$ cat config.mk
export PLATFORM = sky130hd
export DESIGN_NAME = sync_serial1_pin_routing
export DESIGN_NICKNAME = d
export VERILOG_FILES = /design/src/inc/sync_serial1_pin_routing_pkg.sv /design/src/hdl/sync_serial1_pin_routing.sv
export SDC_FILE = /design/constraint.sdc
export NUM_CORES = 1
export LEC_CHECK = 0
export BUFFER_PORTS_ARGS = -buffer_cell sky130_fd_sc_hd__buf_4
export CORE_MARGIN = 4
export CORE_UTILIZATION = 40
export CTS_CLUSTER_SIZE = 25
export DETAILED_ROUTE_END_ITERATION = 6
export PLACE_DENSITY = 0.67
export SLEW_MARGIN = 5
export SYNTH_ARGS = -nofsm -noshare
export SYNTH_HDL_FRONTEND = slang
export SYNTH_SLANG_ARGS = --single-unit
export TNS_END_PERCENT = 30
$ cat constraint.sdc
create_clock -name clk -period 4.3 [get_ports clk]
set_clock_uncertainty 0.15 [all_clocks]
set_input_delay 0.645 -clock clk [delete_from_list [all_inputs] [get_ports clk]]
set_output_delay 0.645 -clock clk [all_outputs]
set_load 0.005 [all_outputs]
$ cat src/inc/sync_serial1_pin_routing_pkg.sv
// Constants, register index map and carrier types for the serial pin router.
// Assumes a single 40 MHz clock domain and an AXI4-Lite master with 32-bit data.
package sync_serial1_pin_routing_pkg;

  localparam int ADDR_W = 18;
  localparam int DATA_W = 32;
  localparam int NUM_REGS = 12;
  localparam int P4_W = 4;
  localparam int P8_W = 8;

  // Register slots, in the order of the index table below
  localparam int SLOT_P4_DATA = 0;
  localparam int SLOT_P4_DIR = 1;
  localparam int SLOT_P4_CON0 = 2;
  localparam int SLOT_P4_CON1 = 3;
  localparam int SLOT_P4_MOD0 = 4;
  localparam int SLOT_P4_MOD1 = 5;
  localparam int SLOT_P8_DATA = 6;
  localparam int SLOT_P8_DIR = 7;
  localparam int SLOT_P8_CON0 = 8;
  localparam int SLOT_P8_CON1 = 9;
  localparam int SLOT_P8_MOD0 = 10;
  localparam int SLOT_P8_MOD1 = 11;

  // Register index; byte address is four times the index
  localparam logic [15:0] REG_INDEX [NUM_REGS] = '{
    16'hF220, 16'hF221, 16'hF222, 16'hF223, 16'hF224, 16'hF225,
    16'hF240, 16'hF241, 16'hF242, 16'hF243, 16'hF244, 16'hF245};
  // Implemented bits per register; absent bits read as zero
  localparam logic [7:0] REG_MASK [NUM_REGS] = '{
    8'h0F, 8'h0F, 8'h0F, 8'h0F, 8'h07, 8'h07,
    8'hFF, 8'hFF, 8'hFF, 8'hFF, 8'hFF, 8'hFF};
  localparam logic [7:0] REG_RESET = 8'h00;

  // Serial pin positions
  localparam int P8_SOUT_BIT = 6;
  localparam int P8_SCK_BIT = 5;
  localparam int P8_SIN_BIT = 4;
  localparam int P4_SOUT_BIT = 2;
  localparam int P4_SCK_BIT = 1;
  localparam int P4_SIN_BIT = 0;

  // Codes written as {high bit, low bit}
  localparam logic [1:0] FUNC_SECONDARY = 2'h1;
  localparam logic [1:0] FUNC_TERTIARY = 2'h2;
  localparam logic [1:0] DRIVE_CMOS = 2'h3;
  localparam logic [1:0] DRIVE_OFF = 2'h0;

  localparam logic [1:0] RESP_OKAY = 2'h0;
  localparam logic [1:0] RESP_SLVERR = 2'h2;
  localparam logic SERIAL_IDLE = 1'h1;

  typedef enum logic [0:0] {WR_IDLE, WR_RESP} wrState_type;
  typedef enum logic [0:0] {RD_IDLE, RD_DATA} rdState_type;

  typedef struct packed {
    logic [ADDR_W-1:0] awaddr;
    logic awvalid;
    logic [DATA_W-1:0] wdata;
    logic [DATA_W/8-1:0] wstrb;
    logic wvalid;
    logic bready;
    logic [ADDR_W-1:0] araddr;
    logic arvalid;
    logic rready;
  } axiReq_type;

  typedef struct packed {
    logic awready;
    logic wready;
    logic [1:0] bresp;
    logic bvalid;
    logic arready;
    logic [DATA_W-1:0] rdata;
    logic [1:0] rresp;
    logic rvalid;
  } axiRsp_type;

  typedef struct packed {
    logic dataOut;
    logic clockOut;
    logic masterRole;
  } serialToPins_type;

  typedef struct packed {
    logic dataIn;
    logic clockIn;
  } pinsToSerial_type;

  typedef struct packed {
    logic [NUM_REGS-1:0][7:0] regs;
    wrState_type wrState;
    rdState_type rdState;
    logic awHeld;
    logic [ADDR_W-1:0] awAddr;
    logic wHeld;
    logic [7:0] wData;
    logic wStrb;
    logic [1:0] bresp;
    logic [DATA_W-1:0] rdata;
    logic [1:0] rresp;
  } state_type;

endpackage

$ cat src/hdl/sync_serial1_pin_routing.sv
// Pin router for the second synchronous serial channel on ports 4 and 8.
// Assumes pin inputs are synchronous to clk and the bench resolves pin wires
// from the output enables.
//
// Implementation choice: register access over AXI4-Lite.
`timescale 1ns/1ps
`default_nettype none

module sync_serial1_pin_routing
(
  // Clock and reset
  input wire logic clk,
  input wire logic rst_b,
  // Register bus
  input wire sync_serial1_pin_routing_pkg::axiReq_type axiReq,
  output sync_serial1_pin_routing_pkg::axiRsp_type axiRsp,
  // Serial channel side
  input wire sync_serial1_pin_routing_pkg::serialToPins_type serialTx,
  output sync_serial1_pin_routing_pkg::pinsToSerial_type serialRx,
  // Port 4 pins
  input wire logic [sync_serial1_pin_routing_pkg::P4_W-1:0] port4In,
  output logic [sync_serial1_pin_routing_pkg::P4_W-1:0] port4Out,
  output logic [sync_serial1_pin_routing_pkg::P4_W-1:0] port4Oe,
  // Port 8 pins
  input wire logic [sync_serial1_pin_routing_pkg::P8_W-1:0] port8In,
  output logic [sync_serial1_pin_routing_pkg::P8_W-1:0] port8Out,
  output logic [sync_serial1_pin_routing_pkg::P8_W-1:0] port8Oe
);

  sync_serial1_pin_routing_pkg::state_type state_r;
  sync_serial1_pin_routing_pkg::state_type state_nxt;
  logic awTake;
  logic wTake;
  logic arTake;
  logic [sync_serial1_pin_routing_pkg::NUM_REGS-1:0][7:0] readView;
  logic [7:0] p8Route;
  logic [3:0] p4Route;

  // Word-aligned address to register slot; hit is low for unmapped words
  function automatic logic [4:0] decode(input logic [sync_serial1_pin_routing_pkg::ADDR_W-1:0] a);
    logic [4:0] res;
    res = 5'h00;
    for (int k = 0; k < sync_serial1_pin_routing_pkg::NUM_REGS; k++)
    begin
      if (a[sync_serial1_pin_routing_pkg::ADDR_W-1:2]
          == sync_serial1_pin_routing_pkg::REG_INDEX[k])
      begin
        res = {1'b1, k[3:0]};
      end
    end
    return res;
  endfunction

  // Output enable of one pin from direction, drive code and value to drive
  function automatic logic pinEnable(input logic dir, input logic [1:0] drv, input logic val);
    logic en;
    en = 1'b0;
    if (!dir)
    begin
      if (drv == sync_serial1_pin_routing_pkg::DRIVE_CMOS)
      begin
        en = 1'b1;
      end
      // Open drain: the pin is only ever pulled low, never driven high
      else if (drv != sync_serial1_pin_routing_pkg::DRIVE_OFF)
      begin
        en = !val;
      end
    end
    return en;
  endfunction

  // Handshake outputs follow the state directly
  always_comb
  begin
    axiRsp.awready = (state_r.wrState == sync_serial1_pin_routing_pkg::WR_IDLE)
                     && !state_r.awHeld;
    axiRsp.wready = (state_r.wrState == sync_serial1_pin_routing_pkg::WR_IDLE)
                    && !state_r.wHeld;
    axiRsp.bvalid = (state_r.wrState == sync_serial1_pin_routing_pkg::WR_RESP);
    axiRsp.bresp = state_r.bresp;
    axiRsp.arready = (state_r.rdState == sync_serial1_pin_routing_pkg::RD_IDLE);
    axiRsp.rvalid = (state_r.rdState == sync_serial1_pin_routing_pkg::RD_DATA);
    axiRsp.rdata = state_r.rdata;
    axiRsp.rresp = state_r.rresp;
  end

  // A channel moves an item where its valid meets its ready
  assign awTake = axiRsp.awready && axiReq.awvalid;
  assign wTake = axiRsp.wready && axiReq.wvalid;
  assign arTake = axiRsp.arready && axiReq.arvalid;

  // Data registers read back the pin level on input pins, stored value elsewhere
  always_comb
  begin
    for (int k = 0; k < sync_serial1_pin_routing_pkg::NUM_REGS; k++)
    begin
      readView[k] = state_r.regs[k] & sync_serial1_pin_routing_pkg::REG_MASK[k];
    end
    readView[sync_serial1_pin_routing_pkg::SLOT_P4_DATA] =
      ((state_r.regs[sync_serial1_pin_routing_pkg::SLOT_P4_DATA]
        & ~state_r.regs[sync_serial1_pin_routing_pkg::SLOT_P4_DIR])
       | ({4'h0, port4In} & state_r.regs[sync_serial1_pin_routing_pkg::SLOT_P4_DIR]))
      & sync_serial1_pin_routing_pkg::REG_MASK[sync_serial1_pin_routing_pkg::SLOT_P4_DATA];
    readView[sync_serial1_pin_routing_pkg::SLOT_P8_DATA] =
      (state_r.regs[sync_serial1_pin_routing_pkg::SLOT_P8_DATA]
       & ~state_r.regs[sync_serial1_pin_routing_pkg::SLOT_P8_DIR])
      | (port8In & state_r.regs[sync_serial1_pin_routing_pkg::SLOT_P8_DIR]);
  end

  // Bus slave: address and data are caught in either order, the write lands
  // on the edge that completes the pair, and the response follows one cycle later
  always_comb
  begin
    logic haveAw;
    logic haveW;
    logic [sync_serial1_pin_routing_pkg::ADDR_W-1:0] wrAddr;
    logic [7:0] wrData;
    logic wrStrb;
    logic [4:0] hitW;
    logic [4:0] hitR;
    haveAw = 1'b0;
    haveW = 1'b0;
    wrAddr = '0;
    wrData = 8'h00;
    wrStrb = 1'b0;
    hitW = 5'h00;
    hitR = 5'h00;
    state_nxt = state_r;
    case (state_r.wrState)
      sync_serial1_pin_routing_pkg::WR_IDLE:
      begin
        haveAw = state_r.awHeld || awTake;
        haveW = state_r.wHeld || wTake;
        wrAddr = state_r.awHeld ? state_r.awAddr : axiReq.awaddr;
        wrData = state_r.wHeld ? state_r.wData : axiReq.wdata[7:0];
        wrStrb = state_r.wHeld ? state_r.wStrb : axiReq.wstrb[0];
        if (haveAw && haveW)
        begin
          hitW = decode(wrAddr);
          if (hitW[4] && wrStrb)
          begin
            state_nxt.regs[hitW[3:0]] = wrData & sync_serial1_pin_routing_pkg::REG_MASK[hitW[3:0]];
          end
          state_nxt.bresp = hitW[4] ? sync_serial1_pin_routing_pkg::RESP_OKAY
                                    : sync_serial1_pin_routing_pkg::RESP_SLVERR;
          state_nxt.awHeld = 1'b0;
          state_nxt.wHeld = 1'b0;
          state_nxt.wrState = sync_serial1_pin_routing_pkg::WR_RESP;
        end
        else
        begin
          state_nxt.awHeld = haveAw;
          state_nxt.awAddr = wrAddr;
          state_nxt.wHeld = haveW;
          state_nxt.wData = wrData;
          state_nxt.wStrb = wrStrb;
        end
      end
      sync_serial1_pin_routing_pkg::WR_RESP:
      begin
        if (axiReq.bready)
        begin
          state_nxt.wrState = sync_serial1_pin_routing_pkg::WR_IDLE;
        end
      end
      default:
      begin
        state_nxt.wrState = sync_serial1_pin_routing_pkg::WR_IDLE;
      end
    endcase
    // Read side is independent of the write side
    case (state_r.rdState)
      sync_serial1_pin_routing_pkg::RD_IDLE:
      begin
        if (arTake)
        begin
          hitR = decode(axiReq.araddr);
          state_nxt.rdata = hitR[4] ? {24'h000000, readView[hitR[3:0]]} : 32'h00000000;
          state_nxt.rresp = hitR[4] ? sync_serial1_pin_routing_pkg::RESP_OKAY
                                    : sync_serial1_pin_routing_pkg::RESP_SLVERR;
          state_nxt.rdState = sync_serial1_pin_routing_pkg::RD_DATA;
        end
      end
      sync_serial1_pin_routing_pkg::RD_DATA:
      begin
        if (axiReq.rready)
        begin
          state_nxt.rdState = sync_serial1_pin_routing_pkg::RD_IDLE;
        end
      end
      default:
      begin
        state_nxt.rdState = sync_serial1_pin_routing_pkg::RD_IDLE;
      end
    endcase
  end

  // Single state register
  always_ff @(posedge clk or negedge rst_b)
  begin
    if (!rst_b)
    begin
      state_r <= '{regs: {sync_serial1_pin_routing_pkg::NUM_REGS{
                     sync_serial1_pin_routing_pkg::REG_RESET}},
                   wrState: sync_serial1_pin_routing_pkg::WR_IDLE,
                   rdState: sync_serial1_pin_routing_pkg::RD_IDLE, awHeld: 1'b0, awAddr: '0,
                   wHeld: 1'b0, wData: 8'h00, wStrb: 1'b0, bresp: 2'h0,
                   rdata: 32'h00000000, rresp: 2'h0};
    end
    else
    begin
      state_r <= state_nxt;
    end
  end

  // Per-pin serial selection from the two function bits
  always_comb
  begin
    for (int i = 0; i < sync_serial1_pin_routing_pkg::P8_W; i++)
    begin
      p8Route[i] = ({state_r.regs[sync_serial1_pin_routing_pkg::SLOT_P8_MOD1][i],
                     state_r.regs[sync_serial1_pin_routing_pkg::SLOT_P8_MOD0][i]}
                    == sync_serial1_pin_routing_pkg::FUNC_TERTIARY)
                   && (i >= sync_serial1_pin_routing_pkg::P8_SIN_BIT)
                   && (i <= sync_serial1_pin_routing_pkg::P8_SOUT_BIT);
    end
    for (int i = 0; i < sync_serial1_pin_routing_pkg::P4_W; i++)
    begin
      p4Route[i] = ({state_r.regs[sync_serial1_pin_routing_pkg::SLOT_P4_MOD1][i],
                     state_r.regs[sync_serial1_pin_routing_pkg::SLOT_P4_MOD0][i]}
                    == sync_serial1_pin_routing_pkg::FUNC_SECONDARY)
                   && (i <= sync_serial1_pin_routing_pkg::P4_SOUT_BIT);
    end
  end

  // Pin drivers; routed pins ignore the data register, the serial input pin
  // drives low if software wrongly makes it an output
  always_comb
  begin
    logic v;
    v = 1'b0;
    for (int i = 0; i < sync_serial1_pin_routing_pkg::P8_W; i++)
    begin
      v = state_r.regs[sync_serial1_pin_routing_pkg::SLOT_P8_DATA][i];
      if (p8Route[i])
      begin
        v = (i == sync_serial1_pin_routing_pkg::P8_SOUT_BIT) ? serialTx.dataOut :
            (i == sync_serial1_pin_routing_pkg::P8_SCK_BIT) ? serialTx.clockOut : 1'b0;
      end
      port8Out[i] = v;
      port8Oe[i] = pinEnable(state_r.regs[sync_serial1_pin_routing_pkg::SLOT_P8_DIR][i],
                             {state_r.regs[sync_serial1_pin_routing_pkg::SLOT_P8_CON1][i],
                              state_r.regs[sync_serial1_pin_routing_pkg::SLOT_P8_CON0][i]}, v)
                   && !(p8Route[i] && (i == sync_serial1_pin_routing_pkg::P8_SCK_BIT)
                        && !serialTx.masterRole);
    end
    for (int i = 0; i < sync_serial1_pin_routing_pkg::P4_W; i++)
    begin
      v = state_r.regs[sync_serial1_pin_routing_pkg::SLOT_P4_DATA][i];
      if (p4Route[i])
      begin
        v = (i == sync_serial1_pin_routing_pkg::P4_SOUT_BIT) ? serialTx.dataOut :
            (i == sync_serial1_pin_routing_pkg::P4_SCK_BIT) ? serialTx.clockOut : 1'b0;
      end
      port4Out[i] = v;
      port4Oe[i] = pinEnable(state_r.regs[sync_serial1_pin_routing_pkg::SLOT_P4_DIR][i],
                             {state_r.regs[sync_serial1_pin_routing_pkg::SLOT_P4_CON1][i],
                              state_r.regs[sync_serial1_pin_routing_pkg::SLOT_P4_CON0][i]}, v)
                   && !(p4Route[i] && (i == sync_serial1_pin_routing_pkg::P4_SCK_BIT)
                        && !serialTx.masterRole);
    end
  end

  // Serial inputs; port 8 wins if both groups are routed, idle high when neither
  always_comb
  begin
    serialRx.dataIn = p8Route[sync_serial1_pin_routing_pkg::P8_SIN_BIT] ?
                      port8In[sync_serial1_pin_routing_pkg::P8_SIN_BIT] :
                      p4Route[sync_serial1_pin_routing_pkg::P4_SIN_BIT] ?
                      port4In[sync_serial1_pin_routing_pkg::P4_SIN_BIT] :
                      sync_serial1_pin_routing_pkg::SERIAL_IDLE;
    serialRx.clockIn = p8Route[sync_serial1_pin_routing_pkg::P8_SCK_BIT] ?
                       port8In[sync_serial1_pin_routing_pkg::P8_SCK_BIT] :
                       p4Route[sync_serial1_pin_routing_pkg::P4_SCK_BIT] ?
                       port4In[sync_serial1_pin_routing_pkg::P4_SCK_BIT] :
                       sync_serial1_pin_routing_pkg::SERIAL_IDLE;
  end
endmodule

`default_nettype wire

### Yosys cells after proc, flatten, opt, wreduce, memory -nomap -nowiden

Memory sizes are Yosys's and may differ from the RTL's.
Index checks and enable logic that the tools add are counted.

* order comparisons: 4
* eq/ne operators: 42
* multiplexer cells: 95
* bitwise operators: 14
* reductions and logical operators: 48

Operator list (number)
* 16-bit equality test, second input constant: 24
* 5-bit two-way mux: 28
* 96-bit bitwise mux: 1
* 1-bit two-way mux: 53
* 8-bit two-way mux: 6
* 8-bit binary-select mux with 4-bit select: 1
* 8-bit demux with 4-bit select: 1
* 2-bit equality test, second input constant: 15
* 8-bit bitwise AND: 3
* 2-bit nonzero test: 12
* 18-bit two-way mux: 1
* 1-bit zero test: 17
* 1-bit logical AND: 12
* 4-bit by 5-bit < comparator with 1-bit output, second input constant: 2
* 4-bit bitwise AND: 2
* 8-bit inverter: 1
* 8-bit bitwise OR: 1
* 2-bit by 1-bit equality test with 1-bit output, second input constant: 3
* 2-bit AND reduction: 3
* 3-bit AND reduction: 2
* 5-bit >= comparator, second input constant: 1
* 4-bit inverter with 5-bit output: 1
* 4-bit by 1-bit >= comparator with 1-bit output, second input constant: 1
* 2-bit two-way mux: 2
* 5 further kinds: 10

* bits in registers: 163
* memory bits (read-only): 128
* input port bits: 94
* output and inout bits: 67
* word-level logic and storage cells: 227
* memories: 1

Memory list
* (no name shown): words 16, bits a word 8, read ports 1, clocked after Yosys merged registers in 0, wr ports 0, RTL line sync_serial1_pin_routing.sv:143 `state_nxt.regs[hitW[3:0]] = wrData & sync_serial1_pin_routing_pkg::REG_MASK[hitW[3:0]];`

### Logic depth before layout (Yosys ltp)

Gate-level depths: netlist (run 1).

* depth after elaboration: 22
* gate-level depth with buffers: 10
* mapped depth without buffers: 7

### Least setup slack after synthesis (run 1)

OpenSTA, ideal clock, no wires.

* path type: input -> register
* start: input port axiReq[12] in the netlist's numbering
* end: register state_r, in the netlist axiRsp[5]
* setup time: 0.128 ns
* data arrival time: 2.773 ns
* required time: 4.022 ns
* path slack: 1.249 ns
* cell stages on the path: 10
* cells stage by stage: or4_1 > or3_1 > buf_2 > or2_2 > buf_2 > buf_2 > a32oi_1 > o41ai_1 > o21ai_0 > nand3_1

* word-level cells in the longest chain between the ends: 17

Ends and longest elaborated chain
* from (decl): RTL line sync_serial1_pin_routing.sv:15 `input wire sync_serial1_pin_routing_pkg::axiReq_type axiReq,`
* 16-bit equality test: RTL line sync_serial1_pin_routing.sv:46 `== sync_serial1_pin_routing_pkg::REG_INDEX[k])`
* 5-bit two-way mux (10 in series): RTL line sync_serial1_pin_routing.sv:45 `if (a[sync_serial1_pin_routing_pkg::ADDR_W-1:2]`
* 5-bit two-way mux *: RTL line sync_serial1_pin_routing.sv:45
* 5-bit two-way mux *: RTL line sync_serial1_pin_routing.sv:176 `if (arTake)`
* 5-bit two-way mux *: RTL line sync_serial1_pin_routing.sv:173 `case (state_r.rdState)`
* 8-bit binary-select mux with 4-bit select: RTL line sync_serial1_pin_routing.sv:179 `state_nxt.rdata = hitR[4] ? {24'h000000, readView[hitR[3:0]]} : 32'h00000000;`
* 8-bit two-way mux (not written as such): RTL line sync_serial1_pin_routing.sv:179
* 8-bit two-way mux *: RTL line sync_serial1_pin_routing.sv:179
* to (signal assigned): RTL line sync_serial1_pin_routing.sv:204 `state_r <= '{regs: {sync_serial1_pin_routing_pkg::NUM_REGS{`
* to (signal assigned): RTL line sync_serial1_pin_routing.sv:213 `state_r <= state_nxt;`
* to (decl): RTL line sync_serial1_pin_routing.sv:30 `sync_serial1_pin_routing_pkg::state_type state_r;`

Mark *: on every way between the ends. The rest lies on a longest branch, timed or not. The select of a mux whose other input is x is not followed.
A chain may end at the register's enable or synchronous reset.

### Worst setup path after layout (run 1)

* start: input port axiReq[12] in the netlist's numbering
* end: register state_r, in the netlist axiRsp[10]

The elaborated chain is that of the path after synthesis.

==> results.py, run 1 <==
metrics = {
    "global_route": {
        "grt_antenna_before_repair": 0,
        "grt_max_degree": 78,
        "grt_pass1_wl_um": 24800,
        "grt_pass1_vias": 4641,
        "grt_usage_pct": 17.8,
        "overflow": 0,
    },
    "synthesis": {
        "syn-instance-count": 590,
        "ys_seq_area_share_pct": 44.6,
        "synth_top_family_by_area": "multiplexers",
        "synth_simple_gate_area_share_pct": 15.9,
        "synthMuxAreaShare_pct": 21.1,
        "synthAdderAreaFrac_pct": 0,
        "syn-cell-area_sq_um": 6120,
        "synth_compound_area_share_pct": 10.5,
        "synth_ff_type": "dfrtp_1",
        "synth_edf_count": 0,
        "ys.warnings.count": 0,
        "ys_seq_elements": 109,
        "async_reset_ff_share_pct": 100,
        "avgSynthCellArea_sq_um": 10.4,
        "ys_types": 57,
        "synth_xor_area_share_pct": 0.286,
    },
    "placement": {
        "dpl_worst_slack_ns": 0.870,
        "io_buffers": 103,
        "placed_cell_area_sq_um": 6840,
        "gp_congestion": 0.867,
        "dp_hpwl_um": 11700,
    },
    "sta": {
        "finalWorstSetupSlack_ns": 1.18,
        "relSlewSlack_pct": 33.8,
        "hold_violations": 0,
        "finalCriticalPeriod_ns": 3.12,
        "rsz0062_at_grt": "no",
        "fin_crit_sh_pct": 72.5,
        "setup_violations": 0,
        "fmax_mhz": 321,
        "holdWs_ns": 0.308,
        "worst_pin_slew_ns": 0.993,
        "maxSlewViolCount": 0,
        "setup_tns_ns": 0,
    },
    "cells_and_area": {
        "design_area_sq_um": 7120,
        "fin_nets": 765,
        "num-fill-cells": 1355,
        "drive_gt1_share_pct": 36.5,
        "final_cell_mix": "dfrtp_1, buf_4, mux2_2",
        "diodes": 0,
        "syn2layout_area_growth_pct": 16.4,
    },
    "die": {
        "rows": 44,
        "io-pin-count": 161,
        "die-area_sq_um": 17300,
        "core_sq_um": 14800,
        "start_util_pct": 41.5,
        "die_w_um": 132,
        "die_y_um": 132,
    },
    "critical_path": {
        "cp_slowest_stage_delay_ns": 0.53,
        "cp_slowest_cell": "or4_1",
        "critPathMaxFanout": 11,
        "path_class": "in -> reg",
        "startpoint_type": "primary input",
        "startpoint": "axiReq[12]",
        "ff2ff_path_depth": 7,
        "critPathCaptureType": "register",
        "crit_chain": "buf_4, or4_1, or3_1, nor2_2, buf_4, nor2_1, a21oi_1, nor2_1, o41ai_1",
        "crit_arrival_ns": 3.21,
        "worstPathRequired_ns": 4.39,
        "r2r_start": "state_r[64]",
        "rrSetupSlack_ns": 1.26,
    },
    "cts": {
        "cts_tree": "done",
        "cts_max_level": 3,
        "cts_sinks": 109,
        "cts_buffers": 9,
        "post_cts_buffers": 0,
        "clk_latency_ns": 0.35,
        "clkTransAtPathRegs_ns": 0.07,
        "ctsHoldBuffers": 0,
        "cts_buffer_depth": 2,
        "root_buffer": "clkbuf_16",
        "ctsResizeCount": 0,
    },
    "worst_hold_path": {
        "hp-class": "in -> reg",
        "min_from": "axiReq[20]",
        "holdPathStages": 2,
    },
    "run": {
        "drv_cap": 0,
    },
    "route": {
        "postRouteAntennaNets": 0,
        "drt-total-wl_um": 15600,
        "dr.first_iter.drc_count": 401,
        "drt-pass1-iter-count": 5,
        "routed_via_density": 5.45,
        "drc": 0,
        "vias": 4690,
        "wl_per_cell_um": 18.2,
    },
    "pwr": {
        "power.total_w": 0.00274,
        "power.density_nw_per_um2": 385,
        "leakagePower_nw": 3.26,
        "vdd_ir_drop_max_v": 0.000340,
    },
    "run_status": {
        "outcome": "finished, final reports clean",
    },
}
[final cells by class]
class / count / area [sq um] / area share [%]
multi-input combinational: 432 / 3020 / 42.4
sequential: 109 / 2730 / 38.3
timing repair buffer: 109 / 818 / 11.5
clock buffer: 11 / 243 / 3.41
tap: 184 / 230 / 3.23
clock inverter: 5 / 42.5 / 0.597
inverter: 10 / 37.5 / 0.527
[cell families (layout without fill, tap and decap cells)]
family | after synthesis | in the layout
AOI/OAI and AO/OA | 100 | 100
xor gates and xnor gates | 2 | 2
buffers and inverters | 74 | 135
DFF | 109 | 109
muxes | 116 | 116
other | 1 | 26
and+or+nand+nor | 188 | 188
[synth_stat cells, types with 7 or more instances]
cell | number | area [sq um]
buf_4 | 44 | 330
inv_1 | 10 | 37.5
dfrtp_1 | 109 | 2730
nand2_1 | 58 | 218
o21ai_0 | 17 | 85.1
mux2_2 | 105 | 1180
nor2_1 | 58 | 218
a211oi_1 | 7 | 52.6
clkbuf_1 | 12 | 45.0
nor3b_1 | 7 | 52.6
a21oi_1 | 39 | 195
nor2b_1 | 11 | 68.8
mux2i_1 | 11 | 110
[final timing paths]
check	to
setup / recovery	axiRsp[10]
hold / removal	axiRsp[36]
setup reg to reg	port8Out[7]
hold reg to reg	axiRsp[5]
max in group asynchronous	readView[82]
min in group asynchronous	state_r[67]
[sequential cells by signal, indices dropped and copies added, names as in the netlist]
signal / flops
state_r: 33
port8Out: 5
axiRsp: 12
readView: 58
port4Out: 1
[per-layer routing]
layer	wire length [um]	global-route usage, %
met1	7140	24.8
met2	7170	27.8
met3	1060	3.40
met4	268	6.36
met5	0	0
[metrics by stage]
step | utilization, % | instances
3_3_place_gp | 46.3 | 844
6_report | 48.3 | 860
5_1_grt | 48.3 | 860
3_5_place_dp | 46.3 | 844
2_1_floorplan | - | 615
4_1_cts | 48.3 | 860
[critical path: cells and delay by family]
| family | cells | cell delay (ns) |
|---|---|---|
| buffers and inverters | 2 | 0.39 |
| AND/OR/NAND/NOR | 5 | 1.66 |
| AO/OA/AOI/OAI | 2 | 0.50 |
[power by group]
part	internal (W)	leakage, nW	total, W	switching [W]
sequential	0.00116	1.45	0.00126	0.000102
combinational	0.000320	1.67	0.000668	0.000348
clock	0.000418	0.142	0.000809	0.000391
No activity file was read; power rests on OpenSTA's default activity.
==> inputs of run 2 (changes only) <==
Settings changed: ABC_AREA set to 1, PLACE_DENSITY 0.67 to 0.68.
Clock period 4.3 ns to 2.55 ns, I/O delays scaled along.
==> results.py, run 2 <==
metrics = {
    "sta": {
        "worst_pin_slew_ns": 0.509,
        "fmax_mhz": 391,
        "finalCriticalPeriod_ns": 2.56,
        "setup_violations": 7,
        "finalWorstSetupSlack_ns": -0.00996,
        "hold_violations": 0,
        "rsz0062_at_grt": "yes",
        "holdWs_ns": 0.0531,
        "fin_crit_sh_pct": 100,
        "relSlewSlack_pct": 66.0,
        "maxSlewViolCount": 0,
    },
    "synthesis": {
        "synth_xor_area_share_pct": 0,
        "synth_ff_type": "dfrtp_1",
        "synth_edf_count": 0,
        "ys_seq_area_share_pct": 37.3,
        "synth.most_common_cell": "nand2_1",
        "syn-cell-area_sq_um": 7310,
        "async_reset_ff_share_pct": 100,
        "synth_top_area_share_pct": 37.3,
        "yosys.area.top_type": "dfrtp_1",
        "synth_compound_area_share_pct": 11.5,
        "ys_types": 39,
        "synthAdderAreaFrac_pct": 0,
        "syn-instance-count": 1091,
        "avgSynthCellArea_sq_um": 6.70,
        "synthMuxAreaShare_pct": 0.137,
        "ys.warnings.count": 0,
        "ys_seq_elements": 109,
        "synthTopCellsByCount": "nand2_1, inv_1, dfrtp_1",
        "synth_area_leaders": "dfrtp_1, nand2_1, inv_1",
        "synth_top_family_by_area": "simple AND/OR/NAND/NOR gates",
        "synth_simple_gate_area_share_pct": 36.0,
    },
    "worst_hold_path": {
        "hp-class": "in -> reg",
    },
    "global_route": {
        "grt_antenna_before_repair": 0,
        "grt_pass1_vias": 6922,
        "gr-max-usage-layer": "met2",
        "grt_max_degree": 40,
        "grt_usage_pct": 20.8,
        "grt_pass1_wl_um": 34200,
        "use_met2_pct": 33.7,
        "grtUsageMet3_pct": 3.88,
        "globalRouteMet1Util_pct": 28.3,
        "overflow": 0,
    },
    "route": {
        "routed_via_density": 5.01,
        "vias": 7436,
        "dr.first_iter.drc_count": 653,
        "drc": 0,
        "wl_per_cell_um": 14.5,
        "postRouteAntennaNets": 0,
        "drt-pass1-iter-count": 5,
        "drt-total-wl_um": 21500,
    },
    "placement": {
        "io_buffers": 103,
        "placed_cell_area_sq_um": 8640,
        "gp_congestion": 0.890,
        "dp_hpwl_um": 16300,
    },
    "critical_path": {
        "crit_arrival_ns": 2.66,
        "critPathMaxFanout": 12,
        "critPathCaptureType": "register",
        "startpoint_type": "register",
        "worstPathRequired_ns": 2.65,
        "path_class": "reg -> reg",
    },
    "pwr": {
        "vdd_ir_drop_max_v": 0.000718,
        "leakagePower_nw": 5.01,
        "power.density_nw_per_um2": 606,
    },
    "cts": {
        "cts_buffers": 9,
        "cts_buffer_depth": 2,
        "cts_sinks": 109,
        "cts_tree": "done",
        "cts_max_level": 3,
        "root_buffer": "clkbuf_16",
        "clkTransAtPathRegs_ns": 0.07,
        "clk_latency_ns": 0.35,
    },
    "cells_and_area": {
        "fin_nets": 1344,
        "syn2layout_area_growth_pct": 28.0,
        "largest_reg_flops": 58,
        "layout_commonest_cell": "nand2_1",
        "diodes": 0,
        "final_cell_mix": "nand2_1, buf_4, inv_1",
        "drive_gt1_share_pct": 24.0,
        "design_area_sq_um": 9360,
    },
    "die": {
        "die_y_um": 143,
        "rows": 49,
        "die-area_sq_um": 20500,
        "io-pin-count": 161,
        "core_sq_um": 18000,
        "start_util_pct": 40.7,
        "die_w_um": 143,
    },
    "run_status": {
        "violations": "setup timing",
        "outcome": "complete, but fails checks",
    },
    "run": {
        "drv_cap": 0,
    },
}
-- run 2: metal layers --
metal,vias up,part of all wire [%]
li1,3735,-
met1,3408,44
met2,261,46
met3,32,7.5
met4,0,2.4
met5,-,0
-- run 2: power breakdown --
group	total [W]	switching [W]	internal, W
combinational	0.00220	0.00138	0.000823
clock	0.00137	0.000693	0.000672
sequential	0.00210	0.000139	0.00196
-- run 2: worst max-delay path, cell delays in order, from the launching register on --
cell and delay (ns):
dfrtp_2 0.48, buf_8 0.18, nand2_1 0.11, o21ai_4 0.09, nand2_2 0.14, buf_4 0.14, nor2_1 0.04, o211ai_1 0.31
nand3_1 0.17, nand3_2 0.13, clkinv_4 0.10, buf_8 0.15, nand3_1 0.12, nand2_1 0.07, nand2_1 0.06, inv_1 0.03
-- run 2: area by class of cell --
| type | count | area (sq um) |
|---|---|---|
| clock buffer | 10 | 229 |
| clock inverter | 6 | 46.3 |
| tap | 229 | 287 |
| timing repair buffer | 198 | 1590 |
| fill | 1822 | 8610 |
| multi-input combinational | 773 | 3860 |
| sequential | 109 | 2730 |
| inverter | 159 | 609 |
-- run 2: through the flow --
| stage | TNS (ns) | utilization [%] | cells | setup slack, ns | power [W] |
|---|---|---|---|---|---|
| after floorplan | 0 | - | 1116 | 0.236 | 0.00332 |
| after global placement | -0.187 | 48.1 | 1455 | -0.0202 | 0.00401 |
| after detailed placement | -4.13 | 48.1 | 1455 | -0.110 | 0.00407 |
| after CTS | 0 | 50.3 | 1474 | 0.00410 | 0.00551 |
| after global routing | -6.66 | 52.1 | 1484 | -0.179 | 0.00606 |
| final | -0.0398 | 52.1 | 1484 | -0.00996 | 0.00567 |
-- run 2: final timing paths --
kind	slack, ns	depth (start not counted)	start	to
worst min-delay path	0.05	2	axiReq[20]	axiRsp[36]
worst max register to register	-0.01	15	state_r[64]	readView[32]
worst min register to register	0.33	2	readView[85]	readView[85]
worst max-delay path	-0.01	15	state_r[64]	readView[32]
min in group asynchronous	0.38	2	rst_b	state_r[41]
max in group asynchronous	1.29	3	rst_b	readView[74]
-- run 2: logic make-up after synthesis --
group,after synthesis
AND/OR/NAND/NOR,599
buffers and inverters,235
AO/OA/AOI/OAI,146
flip-flops,109
multiplexers,1
other,1
-- run 2: what timing repair did --
action                                  4_1_cts  5_1_grt
setup buffers                                 0        8
endpoints found under the setup margin       67       70
hold buffers                                  1        0
gates resized for setup                      28       60
hold endpoints to repair                     32        0
gates cloned                                  2        2
pin swaps                                     3        5
